`config.mk`:
```
export PLATFORM = sky130hd
export DESIGN_NAME = ccd_top
export DESIGN_NICKNAME = d
export VERILOG_FILES = /design/src/core/ccd_divider.v /design/src/core/ccd_top.v
export VERILOG_INCLUDE_DIRS = /design/src /design/src/core
export SDC_FILE = /design/constraint.sdc
export NUM_CORES = 1
export LEC_CHECK = 0
export ABC_CLOCK_PERIOD_IN_PS = 2000
export BUFFER_PORTS_ARGS = -buffer_cell sky130_fd_sc_hd__clkbuf_2
export CORE_ASPECT_RATIO = 0.6
export CORE_UTILIZATION = 50
export CTS_CLUSTER_DIAMETER = 30
export CTS_CLUSTER_SIZE = 20
export DETAILED_ROUTE_END_ITERATION = 16
export PLACE_DENSITY = 0.76
export RECOVER_POWER = 100
export SYNTH_ARGS = -nofsm -noshare
export SYNTH_HDL_FRONTEND = slang
export SYNTH_HIERARCHICAL = 1
export SYNTH_SLANG_ARGS = --single-unit
```
`constraint.sdc`:
```
create_clock -name clk -period 2 [get_ports clk]
set_input_delay 0.4 -clock clk [delete_from_list [all_inputs] [get_ports clk]]
set_output_delay 0.4 -clock clk [all_outputs]
set_load 0.01 [all_outputs]
```
`src/core/ccd_regs.vh`:
```
// Register indices, field positions and reset values of the channel dividers
`ifndef CCD_REGS_VH
`define CCD_REGS_VH

// ------------------------------------------------------------
// Register indices (byte address is four times the index)
// ------------------------------------------------------------
`define CCD_IDX_DIV0_COUNTS 10'h190
`define CCD_IDX_DIV0_CONTROL 10'h191
`define CCD_IDX_CH0_POWER 10'h192
`define CCD_IDX_DIV1_COUNTS 10'h193
`define CCD_IDX_DIV1_CONTROL 10'h194
`define CCD_IDX_CH1_POWER 10'h195
`define CCD_IDX_DIV2_COUNTS 10'h196
`define CCD_IDX_DIV2_CONTROL 10'h197
`define CCD_IDX_STATUS 10'h1a0

// ------------------------------------------------------------
// Field positions
// ------------------------------------------------------------
`define CCD_CNT_LOW_HI 7
`define CCD_CNT_LOW_LO 4
`define CCD_CNT_HIGH_HI 3
`define CCD_CNT_HIGH_LO 0
`define CCD_CTL_BYPASS 7
`define CCD_CTL_IGNORE_SYNC 6
`define CCD_CTL_FORCE_HIGH 5
`define CCD_CTL_START_HIGH 4
`define CCD_CTL_PHASE_HI 3
`define CCD_CTL_PHASE_LO 0
`define CCD_PWR_DOWN 2
`define CCD_PWR_DCC_OFF 0
`define CCD_PWR_MASK 8'h05

// ------------------------------------------------------------
// Reset values
// ------------------------------------------------------------
`define CCD_RST_DIV0_COUNTS 8'h77
`define CCD_RST_DIV1_COUNTS 8'h33
`define CCD_RST_DIV2_COUNTS 8'h11
`define CCD_RST_CONTROL 8'h00
`define CCD_RST_POWER 8'h00

// ------------------------------------------------------------
// Bus constants
// ------------------------------------------------------------
`define CCD_HTRANS_NONSEQ 2'b10
`define CCD_HTRANS_SEQ 2'b11
`define CCD_HSIZE_WORD 3'b010

`endif

```
`src/core/ccd_divider.v`:
```
// One programmable output divider channel
`default_nettype none

module ccd_divider #(
  parameter CW = 4
) (
  input wire clk,
  input wire reset_n,
  input wire src_level,
  input wire src_rise,
  input wire [CW-1:0] low_cnt,
  input wire [CW-1:0] high_cnt,
  input wire bypass,
  input wire ignore_sync,
  input wire force_high,
  input wire start_high,
  input wire [CW-1:0] phase,
  input wire sync_act,
  output reg div_out_q,
  output reg running_q
);

  reg [CW-1:0] cnt_q;
  reg [CW-1:0] ph_q;
  wire held;
  wire forced;
  wire [CW-1:0] load_cnt;
  wire [CW-1:0] cur_cnt;
  wire [CW-1:0] cur_ph;
  wire cur_lvl;

  assign held = sync_act & ~ignore_sync;
  assign forced = sync_act & ignore_sync;
  assign load_cnt = start_high ? high_cnt : low_cnt;
  assign cur_cnt = running_q ? cnt_q : load_cnt;
  assign cur_ph = running_q ? ph_q : phase;
  assign cur_lvl = running_q ? div_out_q : start_high;

  // ------------------------------------------------------------
  // Counter and output level
  // ------------------------------------------------------------
  always @(posedge clk or negedge reset_n) begin
    if (!reset_n) begin
      div_out_q <= 1'b0;
      cnt_q <= {CW{1'b0}};
      ph_q <= {CW{1'b0}};
      running_q <= 1'b0;
    end else if (bypass) begin
      div_out_q <= src_level;
      running_q <= 1'b0;
      cnt_q <= start_high ? high_cnt : low_cnt;
      ph_q <= phase;
    end else if (forced) begin
      div_out_q <= force_high;
      running_q <= 1'b0;
      cnt_q <= start_high ? high_cnt : low_cnt;
      ph_q <= phase;
    end else if (held) begin
      div_out_q <= start_high;
      running_q <= 1'b0;
      cnt_q <= start_high ? high_cnt : low_cnt;
      ph_q <= phase;
    end else begin
      // First running cycle starts from the start level and fresh
      // counts, so the first phase after reset is full length too
      running_q <= 1'b1;
      div_out_q <= cur_lvl;
      cnt_q <= cur_cnt;
      ph_q <= cur_ph;
      if (src_rise) begin
        if (cur_ph != {CW{1'b0}}) begin
          ph_q <= cur_ph - 1'b1;
        end else if (cur_cnt == {CW{1'b0}}) begin
          div_out_q <= ~cur_lvl;
          // Low lasts low_cnt+1 edges, high lasts high_cnt+1
          cnt_q <= cur_lvl ? low_cnt : high_cnt;
        end else begin
          cnt_q <= cur_cnt - 1'b1;
        end
      end
    end
  end

endmodule

`default_nettype wire

```
`src/core/ccd_top.v`:
```
// Channel clock dividers with AHB-Lite register access
// ------------------------------------------------------------
// ------------------------------------------------------------
`include "ccd_regs.vh"
`default_nettype none

module ccd_top #(
  parameter NDIV = 3,
  parameter CW = 4
) (
  input wire clk,
  input wire reset_n,
  input wire hsel,
  input wire [31:0] haddr,
  input wire [1:0] htrans,
  input wire hwrite,
  input wire [2:0] hsize,
  input wire [31:0] hwdata,
  input wire hready,
  output reg hreadyout,
  output reg hresp,
  output reg [31:0] hrdata,
  input wire src_clk_level,
  input wire sync_req,
  output wire [NDIV-1:0] div_out,
  output reg [3*NDIV-1:0] pair_out_q,
  output reg [3*NDIV-1:0] pair_oe_q,
  output reg [NDIV-1:0] duty_cycle_correction_q
);

  // ------------------------------------------------------------
  // Register map (index: contents)
  // ------------------------------------------------------------
  // 0x190 divider0_counts: [7:4] low count, [3:0] high count
  // 0x191 divider0_control: [7] bypass, [6] ignore sync,
  //   [5] force level, [4] start level, [3:0] phase offset
  // 0x192 channel0_power_correction: [2] power-down,
  //   [0] correction off; other bits read zero
  // 0x193 divider1_counts: as divider0_counts
  // 0x194 divider1_control: as divider0_control
  // 0x195 channel1_power_correction: as channel0
  // 0x196 divider2_counts: as divider0_counts
  // 0x197 divider2_control: as divider0_control
  // 0x1a0 status, read-only: [6] sync, [5:3] running,
  //   [2:0] divider levels
  // Byte address is four times the index; all else reads zero
  // Count changes take effect at the next toggle or sync

  // ------------------------------------------------------------
  // Register storage
  // ------------------------------------------------------------
  reg [7:0] regs_q [0:7];
  reg src_prev_q;
  reg sync_meta_q;
  reg sync_q;
  wire src_rise;
  wire [NDIV-1:0] running;

  // ------------------------------------------------------------
  // Bus state
  // ------------------------------------------------------------
  reg wr_pend_q;
  reg rd_pend_q;
  reg [9:0] idx_q;
  wire trans_ok;
  wire [9:0] a_idx;
  wire a_aligned;
  reg [31:0] rd_val;
  reg [3:0] slot;
  reg slot_hit;
  integer i;
  wire wr_fire;
  wire [7:0] wr_byte;
  reg [7:0] rd_byte;
  wire [NDIV-1:0] chan_down;
  wire [NDIV-1:0] dcc_off;

  assign trans_ok = hsel & hready & htrans[1];
  assign a_idx = haddr[11:2];
  assign a_aligned = (haddr[1:0] == 2'b00) & (haddr[31:12] == 20'h00000);

  // ------------------------------------------------------------
  // Sync pin and source edge
  // ------------------------------------------------------------
  // Sync is asynchronous to clk, so it passes two flops first
  always @(posedge clk or negedge reset_n) begin
    if (!reset_n) begin
      sync_meta_q <= 1'b0;
      sync_q <= 1'b0;
      src_prev_q <= 1'b0;
    end else begin
      sync_meta_q <= sync_req;
      sync_q <= sync_meta_q;
      src_prev_q <= src_clk_level;
    end
  end

  assign src_rise = src_clk_level & ~src_prev_q;

  // ------------------------------------------------------------
  // Address phase capture
  // ------------------------------------------------------------
  // Reads take one wait state so a preceding write is visible
  always @(posedge clk or negedge reset_n) begin
    if (!reset_n) begin
      wr_pend_q <= 1'b0;
      rd_pend_q <= 1'b0;
      idx_q <= 10'h000;
      hreadyout <= 1'b1;
      hresp <= 1'b0;
    end else begin
      hresp <= 1'b0;
      if (rd_pend_q) begin
        rd_pend_q <= 1'b0;
        hreadyout <= 1'b1;
      end else if (trans_ok) begin
        idx_q <= a_aligned ? a_idx : 10'h3ff;
        wr_pend_q <= hwrite;
        rd_pend_q <= ~hwrite;
        hreadyout <= hwrite;
      end else if (hready) begin
        wr_pend_q <= 1'b0;
      end
    end
  end

  // ------------------------------------------------------------
  // Register decode
  // ------------------------------------------------------------
  // One decoder gives the array slot to both writes and reads
  always @* begin
    slot = 4'h0;
    slot_hit = 1'b1;
    case (idx_q)
      `CCD_IDX_DIV0_COUNTS: begin
        slot = 4'h0;
      end
      `CCD_IDX_DIV0_CONTROL: begin
        slot = 4'h1;
      end
      `CCD_IDX_CH0_POWER: begin
        slot = 4'h2;
      end
      `CCD_IDX_DIV1_COUNTS: begin
        slot = 4'h3;
      end
      `CCD_IDX_DIV1_CONTROL: begin
        slot = 4'h4;
      end
      `CCD_IDX_CH1_POWER: begin
        slot = 4'h5;
      end
      `CCD_IDX_DIV2_COUNTS: begin
        slot = 4'h6;
      end
      `CCD_IDX_DIV2_CONTROL: begin
        slot = 4'h7;
      end
      default: begin
        slot_hit = 1'b0;
      end
    endcase
  end

  // ------------------------------------------------------------
  // Register writes
  // ------------------------------------------------------------
  // Writes land at the end of the data phase, when hwdata stands
  assign wr_fire = wr_pend_q & hready & slot_hit;
  assign wr_byte = hwdata[7:0];

  always @(posedge clk or negedge reset_n) begin
    if (!reset_n) begin
      regs_q[0] <= `CCD_RST_DIV0_COUNTS;
      regs_q[1] <= `CCD_RST_CONTROL;
      regs_q[2] <= `CCD_RST_POWER;
      regs_q[3] <= `CCD_RST_DIV1_COUNTS;
      regs_q[4] <= `CCD_RST_CONTROL;
      regs_q[5] <= `CCD_RST_POWER;
      regs_q[6] <= `CCD_RST_DIV2_COUNTS;
      regs_q[7] <= `CCD_RST_CONTROL;
    end else if (wr_fire) begin
      case (slot)
        4'h0: begin
          regs_q[0] <= wr_byte;
        end
        4'h1: begin
          regs_q[1] <= wr_byte;
        end
        4'h2: begin
          // Power registers keep only the two defined bits
          regs_q[2] <= wr_byte & `CCD_PWR_MASK;
        end
        4'h3: begin
          regs_q[3] <= wr_byte;
        end
        4'h4: begin
          regs_q[4] <= wr_byte;
        end
        4'h5: begin
          regs_q[5] <= wr_byte & `CCD_PWR_MASK;
        end
        4'h6: begin
          regs_q[6] <= wr_byte;
        end
        4'h7: begin
          regs_q[7] <= wr_byte;
        end
        default: begin
        end
      endcase
    end
  end

  // ------------------------------------------------------------
  // Read data
  // ------------------------------------------------------------
  always @* begin
    rd_byte = 8'h00;
    case (slot)
      4'h0: begin
        rd_byte = regs_q[0];
      end
      4'h1: begin
        rd_byte = regs_q[1];
      end
      4'h2: begin
        rd_byte = regs_q[2];
      end
      4'h3: begin
        rd_byte = regs_q[3];
      end
      4'h4: begin
        rd_byte = regs_q[4];
      end
      4'h5: begin
        rd_byte = regs_q[5];
      end
      4'h6: begin
        rd_byte = regs_q[6];
      end
      4'h7: begin
        rd_byte = regs_q[7];
      end
      default: begin
        rd_byte = 8'h00;
      end
    endcase
  end

  // Status bits are read-only; unmapped indices read zero
  always @* begin
    rd_val = 32'h00000000;
    if (slot_hit) begin
      rd_val = {24'h000000, rd_byte};
    end else if (idx_q == `CCD_IDX_STATUS) begin
      rd_val = {24'h000000, 1'b0, sync_q, running[2:0], div_out[2:0]};
    end
  end

  always @(posedge clk or negedge reset_n) begin
    if (!reset_n) begin
      hrdata <= 32'h00000000;
    end else if (rd_pend_q) begin
      hrdata <= rd_val;
    end
  end

  // ------------------------------------------------------------
  // Divider channels
  // ------------------------------------------------------------
  genvar g;
  generate
    for (g = 0; g < NDIV; g = g + 1) begin : gen_div
      ccd_divider #(
        .CW(CW)
      ) u_div (
        .clk(clk),
        .reset_n(reset_n),
        .src_level(src_clk_level),
        .src_rise(src_rise),
        .low_cnt(regs_q[3*g][`CCD_CNT_LOW_HI:`CCD_CNT_LOW_LO]),
        .high_cnt(regs_q[3*g][`CCD_CNT_HIGH_HI:`CCD_CNT_HIGH_LO]),
        .bypass(regs_q[3*g+1][`CCD_CTL_BYPASS]),
        .ignore_sync(regs_q[3*g+1][`CCD_CTL_IGNORE_SYNC]),
        .force_high(regs_q[3*g+1][`CCD_CTL_FORCE_HIGH]),
        .start_high(regs_q[3*g+1][`CCD_CTL_START_HIGH]),
        .phase(regs_q[3*g+1][`CCD_CTL_PHASE_HI:`CCD_CTL_PHASE_LO]),
        .sync_act(sync_q),
        .div_out_q(div_out[g]),
        .running_q(running[g])
      );
    end
  endgenerate

  // ------------------------------------------------------------
  // Output pairs, power-down and duty-cycle correction
  // ------------------------------------------------------------
  // Channel two has no power register here, so its pairs stay on
  genvar p;
  generate
    for (p = 0; p < NDIV; p = p + 1) begin : gen_pwr
      if (p < 2) begin : gen_reg
        assign chan_down[p] = regs_q[3*p+2][`CCD_PWR_DOWN];
        assign dcc_off[p] = regs_q[3*p+2][`CCD_PWR_DCC_OFF];
      end else begin : gen_fixed
        assign chan_down[p] = 1'b0;
        assign dcc_off[p] = 1'b0;
      end
    end
  endgenerate

  always @(posedge clk or negedge reset_n) begin
    if (!reset_n) begin
      pair_out_q <= {3*NDIV{1'b0}};
      pair_oe_q <= {3*NDIV{1'b0}};
      duty_cycle_correction_q <= {NDIV{1'b0}};
    end else begin
      for (i = 0; i < NDIV; i = i + 1) begin
        pair_out_q[3*i] <= div_out[i];
        pair_out_q[3*i+1] <= div_out[i];
        pair_out_q[3*i+2] <= div_out[i];
        pair_oe_q[3*i] <= ~chan_down[i];
        pair_oe_q[3*i+1] <= ~chan_down[i];
        pair_oe_q[3*i+2] <= ~chan_down[i];
        duty_cycle_correction_q[i] <= ~dcc_off[i];
      end
    end
  end

endmodule

`default_nettype wire

```
Word level (Yosys, flattened, before mapping)

Cells that the tools add are included.

Bits of input ports: 76
Output and inout bits: 58
Register bits after elaboration: 147

Bitwise operators: 25
Mux-type cells: 87
Reduce and logical (&&, ||, !) cells: 22
Add/subtract/negate cells: 6
Equal/unequal tests: 16

Operators with widths:

| kind                                                               | count |
|---|---|
| 4-bit 2-to-1 mux                                                   | 45 |
| 10-bit by 9-bit == test with 1-bit output, second input constant   | 9 |
| 8-bit one-hot mux with 8 select lines                              | 1 |
| 1-bit 2-to-1 mux                                                   | 37 |
| 4-bit by 1-bit subtractor with 4-bit output, second input constant | 6 |
| 3-bit one-hot mux with 7 select lines                              | 1 |
| 20-bit logical NOT                                                 | 1 |
| 2-bit AND reduction                                                | 10 |
| 4-bit by 3-bit == test with 1-bit output, second input constant    | 4 |
| 4-bit logical NOT                                                  | 4 |
| 1-bit NOT                                                          | 13 |
| 1-bit AND                                                          | 12 |
| 4-bit nonzero test                                                 | 3 |
| 10-bit 2-to-1 mux                                                  | 1 |
| 4-bit by 2-bit == test with 1-bit output, second input constant    | 2 |
| 8-bit 2-to-1 mux                                                   | 1 |
| 8-bit OR reduction                                                 | 1 |
| 7-bit 2-to-1 mux                                                   | 1 |
| 4-bit by 1-bit == test with 1-bit output, second input constant    | 1 |
| 2-bit nonzero test                                                 | 2 |
| 2-bit logical NOT                                                  | 1 |

Logic depth before layout (Yosys ltp)

Word-level depth: 9
Mapped depth: 9
Depth with buffers taken out: 8

Modules after synthesis

The synthesis kept the hierarchy.

Modules (own cells, without submodules):

| module                             | instances | cells each | area an instance (µm²) |
|---|---|---|---|
| ccd_top                            | 1         | 309        | 3946.3 |
| ccd_divider (gen_div[1].u_div ...) | 2         | 88         | 890.9 |
| ccd_divider (gen_div[0].u_div)     | 1         | 93         | 960.9 |

Worst setup path after synthesis

OpenSTA, ideal clock, no wires.

Kind: reg2reg
Start: register regs_q[52] (netlist bit)
End: register gen_div[0].u_div.cnt_q[1]
Library setup time: 0.082 ns
Data required time: 1.918 ns
Arrival: 2.054 ns
Setup slack: -0.136 ns
Cell stages (with the launch flop): 10
Cells stage by stage: dfrtp_1 buf_6 mux2_4 mux2i_2 ha_1 nor2b_1 o21ai_1 nand2_1 mux2_2 a31oi_1

Longest elaborated chain between the ends: 9
Elaborated cells on any way between the ends: 12

Ends and longest elaborated chain:

| what                                                                                    | RTL line                           | source |
|---|---|---|
| from (decl)                                                                             | ccd_top.v:52                       | `reg [7:0] regs_q [0:7];` |
| 4-bit 2-to-1 mux                                                                        | -                                  |  |
| 4-bit 2-to-1 mux                                                                        | ccd_divider.v:35                   | `assign cur_cnt = running_q ? cnt_q : load_cnt;` |
| 4-bit by 1-bit subtractor with 4-bit output / 4-bit logical NOT (equally long branches) | ccd_divider.v:78, ccd_divider.v:73 |  |
| 4-bit 2-to-1 mux                                                                        | ccd_divider.v:73                   | `end else if (cur_cnt == {CW{1'b0}}) begin` |
| 4-bit 2-to-1 mux                                                                        | ccd_divider.v:71                   | `if (cur_ph != {CW{1'b0}}) begin` |
| 4-bit 2-to-1 mux                                                                        | ccd_divider.v:70                   | `if (src_rise) begin` |
| 4-bit 2-to-1 mux                                                                        | ccd_divider.v:58                   | `end else if (held) begin` |
| 4-bit 2-to-1 mux                                                                        | ccd_divider.v:53                   | `end else if (forced) begin` |
| 4-bit 2-to-1 mux (*)                                                                    | ccd_divider.v:48                   | `end else if (bypass) begin` |
| to (signal assigned)                                                                    | ccd_divider.v:51                   | `cnt_q <= start_high ? high_cnt : low_cnt;` |
| to (signal assigned)                                                                    | ccd_divider.v:56                   | `cnt_q <= start_high ? high_cnt : low_cnt;` |
| to (signal assigned)                                                                    | ccd_divider.v:61                   | `cnt_q <= start_high ? high_cnt : low_cnt;` |
| to (decl)                                                                               | ccd_divider.v:23                   | `reg [CW-1:0] cnt_q;` |

Mark *: on every way between the ends. The rest lies on a longest branch, timed or not.
A chain may end at the register's enable or synchronous reset.

Worst setup path after layout

Same ends and word-level chain as after synthesis.

==> flow_summary.yaml <==
drt:
  wire_length_on_met1_um: 8300
  drt-vias-per-instance: 5.91
  drt_pre_antenna_iters: 5
  dr.first_iter.drc_count: 358
  topRoutingLayerUsed: "met4"
  postRouteAntennaNets: 0
  routed-wl-met3_um: 1520
  vias: 5218
  wirelength_um: 17800
  drc: 0
  wire_per_inst_um: 20.2
  wl_met2_um: 7770
power_and_ir_drop:
  power.combinational.fraction_pct: 9.0
  power.clock.fraction_pct: 52.7
  seq_power_share_pct: 38.3
  total_power_mw: 6.29
  net-switching-power_mw: 1.46
  pwr_density_cell_nw_per_um2: 772
  ir_drop_uv: 527
  p_sw_share_pct: 23.1
  power_report.internal_total_mw: 4.84
  leakagePower_nw: 3.71
logic_synthesis:
  prevailing_post_synth_register_cell: "sky130_fd_sc_hd__dfrtp_1"
  synth_warnings: 6
  cell_area_after_technology_mapping_um2: 6690
  syn-instance-count: 578
  yosysSeqAreaShare_pct: 42.9
  synth_area_per_cell_um2: 11.6
  synth.ff_latch_count: 114
  synth_async_sr_flop_share_pct: 100
  synth_edf_count: 0
  synthDistinctLibCells: 74
critical_path:
  endpoint_kind: "flip-flop"
  endpoint_of_the_worst_slack_reg_to_reg_timing_path: "gen_div[0].u_div/cnt_q[1]"
  worst-path-max-fanout: 4
  rr_startpoint: "regs_q[52]"
  timing.critical_path.from_type: "flip-flop"
  critical_setup_path_kind: "reg2reg"
  worstSetupEndpoint: "gen_div[0].u_div/cnt_q[1]"
  arrival_ps: 2290
  worst-endpoint-required_ps: 2340
  worst_r2r_path_depth: 8
  startpoint: "regs_q[52]"
  register_to_register_setup_slack_ps: 50
timing:
  timing_worst_slew_pin_value_ps: 1050
  timing.final.hold_violations: 0
  timing.final.setup_violations: 0
  min_period_over_period_pct: 97.7
  final_critical_path_setup_slack_ps: 46.4
  final_max_slew_viol_count: 0
  skew_ps: 7.52
  post-route-min-period_ps: 1950
  grt_setup_unrepaired: "yes"
  timing.hold.ws_ps: 86.9
  max_freq_ghz: 0.512
  slew-limit-headroom_pct: 30.3
clocking:
  numCtsBuffers: 17
  clock_tree_from_tritoncts: "yes"
  worstSkewPairLatency_ps: 420
  buffers_from_clock_root_to_sink_at_most: 2
  worst_setup_hold_path_clk_slew_ps: 50
  h-tree-depth: 4
  clock-sinks: 114
  clk_root_buffer_cell: "sky130_fd_sc_hd__clkbuf_16"
placement:
  portBuffers: 80
  detailed_place_hpwl_um: 12800
  gpl.final_weighted_congestion: 0.926
  place_worst_setup_slack_ps: -69.3
cells_and_area:
  filler_cell_count: 1008
  post_route_cells_drive_above_1_share_pct: 38.3
  final_net_count: 782
  layout.cells.most_common_list: "sky130_fd_sc_hd__dfrtp_1, sky130_fd_sc_hd__mux2_2, sky130_fd_sc_hd__buf_4, sky130_fd_sc_hd__clkbuf_2, sky130_fd_sc_hd__clkbuf_1"
  mostFrequentLayoutCell: "sky130_fd_sc_hd__dfrtp_1"
  insertedDiodeCount: 0
  area_growth_syn_to_layout_pct: 21.9
  final_core_util_pct: 63.0
global_routing:
  antenna_found_initial: 0
  groute.usage.overall_pct: 27.3
  grt_overflow_total: 0
  vias_in_the_first_global_route: 5133
  grt_pass1_wl_um: 27900
  grt_max_degree: 50
hold_path:
  hold_path.class: "in2reg"
floorplan:
  die-width_um: 151
  dieArea_um2: 13900
  die_height_um: 91.6
  num_io_pins: 134
  row_count: 32
  floorplan.core_area_um2: 12900
  floorplan.initialDensity_pct: 51.7
run:
  maxCapViolCount: 0
outcome:
  outcome: "completed"
-- area by class of cell --
cell class	instances	area, µm²	share of cell area [%]
flip-flops and latches	114	2870	35.3
well taps	170	213	2.61
clock buffers	22	454	5.57
repair buffers	140	870	10.7
clock inverters	10	181	2.23
multi-input cells	414	3510	43.1
inverters	13	48.8	0.599
-- cell usage after synthesis (all sizes together) (10+ instances only) --
| master | number | area (µm²) |
|---|---|---|
| mux2 | 82 | 942 |
| nor4 | 10 | 68.8 |
| mux2i | 50 | 683 |
| o21ai | 27 | 143 |
| nand3 | 21 | 120 |
| nor3 | 16 | 113 |
| a21oi | 15 | 75.1 |
| nand2 | 26 | 100 |
| inv | 12 | 45.1 |
| dfstp | 13 | 342 |
| nor2 | 19 | 81.3 |
| buf | 52 | 394 |
| a31oi | 11 | 68.8 |
| o22a | 10 | 87.6 |
| dfrtp | 101 | 2530 |
-- sequential cells by signal, summed over array words and instances, names as in the netlist, 2 cells and up --
| register | cells |
|---|---|
| chan_down | 2 |
| dcc_off | 2 |
| duty_cycle_correction_q | 3 |
| gen_div.u_div/cnt_q | 12 |
| gen_div.u_div/div_out_q | 3 |
| gen_div.u_div/ph_q | 12 |
| gen_div.u_div/running_q | 3 |
| hrdata | 8 |
| idx_q | 10 |
| pair_oe_q | 2 |
| pair_out_q | 3 |
| regs_q | 48 |
-- metrics by stage --
step / cell area (µm²) / instances / TNS (ps)
6_report: 8150 / 883 / 0
5_1_grt: 8150 / 883 / -44.7
4_1_cts: 8130 / 878 / 0
3_5_place_dp: 7470 / 845 / -227
3_3_place_gp: 7470 / 845 / 0
2_1_floorplan: 6800 / 602 / -50.3
-- critical path: stages (launching register included) --
cell and delay (ps):
sky130_fd_sc_hd__dfrtp_1 430, sky130_fd_sc_hd__mux2_4 340, sky130_fd_sc_hd__mux2i_4 190, sky130_fd_sc_hd__ha_4 180
sky130_fd_sc_hd__nor2b_4 130, sky130_fd_sc_hd__o21ai_2 70, sky130_fd_sc_hd__nand2_2 110, sky130_fd_sc_hd__mux2_4 300
sky130_fd_sc_hd__a31oi_1 130
-- timing repair --
action | 4_1_cts | 5_1_grt
buffers inserted | 0 | 5
pin swaps | 2 | 6
resized for setup | 4 | 16
hold endpoints to repair | 16 | 0
endpoints found under the setup margin | 19 | 31
hold buffers | 1 | 0
-- kinds of logic (layout without fill, tap and decap cells) --
kind of cell             count (synthesis)  after routing  share of synthesized area [%]
AND/OR/NAND/NOR                        137            137                           12.4
multiplexers                           133            133                           24.6
flip-flops                             114            114                           42.9
AO/OA/AOI/OAI                          107            107                           11.1
buffers and inverters                   74            185                           7.13
adder cells (fa/ha/maj)                  6              6                           1.12
XOR/XNOR                                 5              5                          0.655
other                                    2             26                          0.112
-- metal layers --
layer | vias up | GRT usage, %
met3 | 20 | 8.49
met5 | - | 0
met2 | 224 | 39.2
met4 | 0 | 8.25
met1 | 2616 | 39.1
li1 | 2358 | -
-- power by group through the flow --
stage	Sequential, mW	Combinational (mW)	Clock (mW)
2_1_floorplan	2.44	0.360	0
3_3_place_gp	2.45	0.534	0
3_5_place_dp	2.45	0.554	0
4_1_cts	2.41	0.563	3.35
5_1_grt	2.42	0.618	3.46
6_report	2.41	0.566	3.31
-- how the worst min path moves through the flow --
| stage | end | slack [ps] | cells past startpoint | start |
|---|---|---|---|---|
| floorplan | chan_down[0] | 100 | 0 | reset_n |
| global placement | gen_div[2].u_div/ph_q[0] | 290 | 1 | reset_n |
| detailed placement | pair_oe_q[2] | 300 | 1 | reset_n |
| CTS | sync_meta_q | 80 | 1 | sync_req |
| global route | sync_meta_q | 80 | 1 | sync_req |
| finish | sync_meta_q | 90 | 1 | sync_req |
Note: power is estimated with default switching activity, not from simulation.
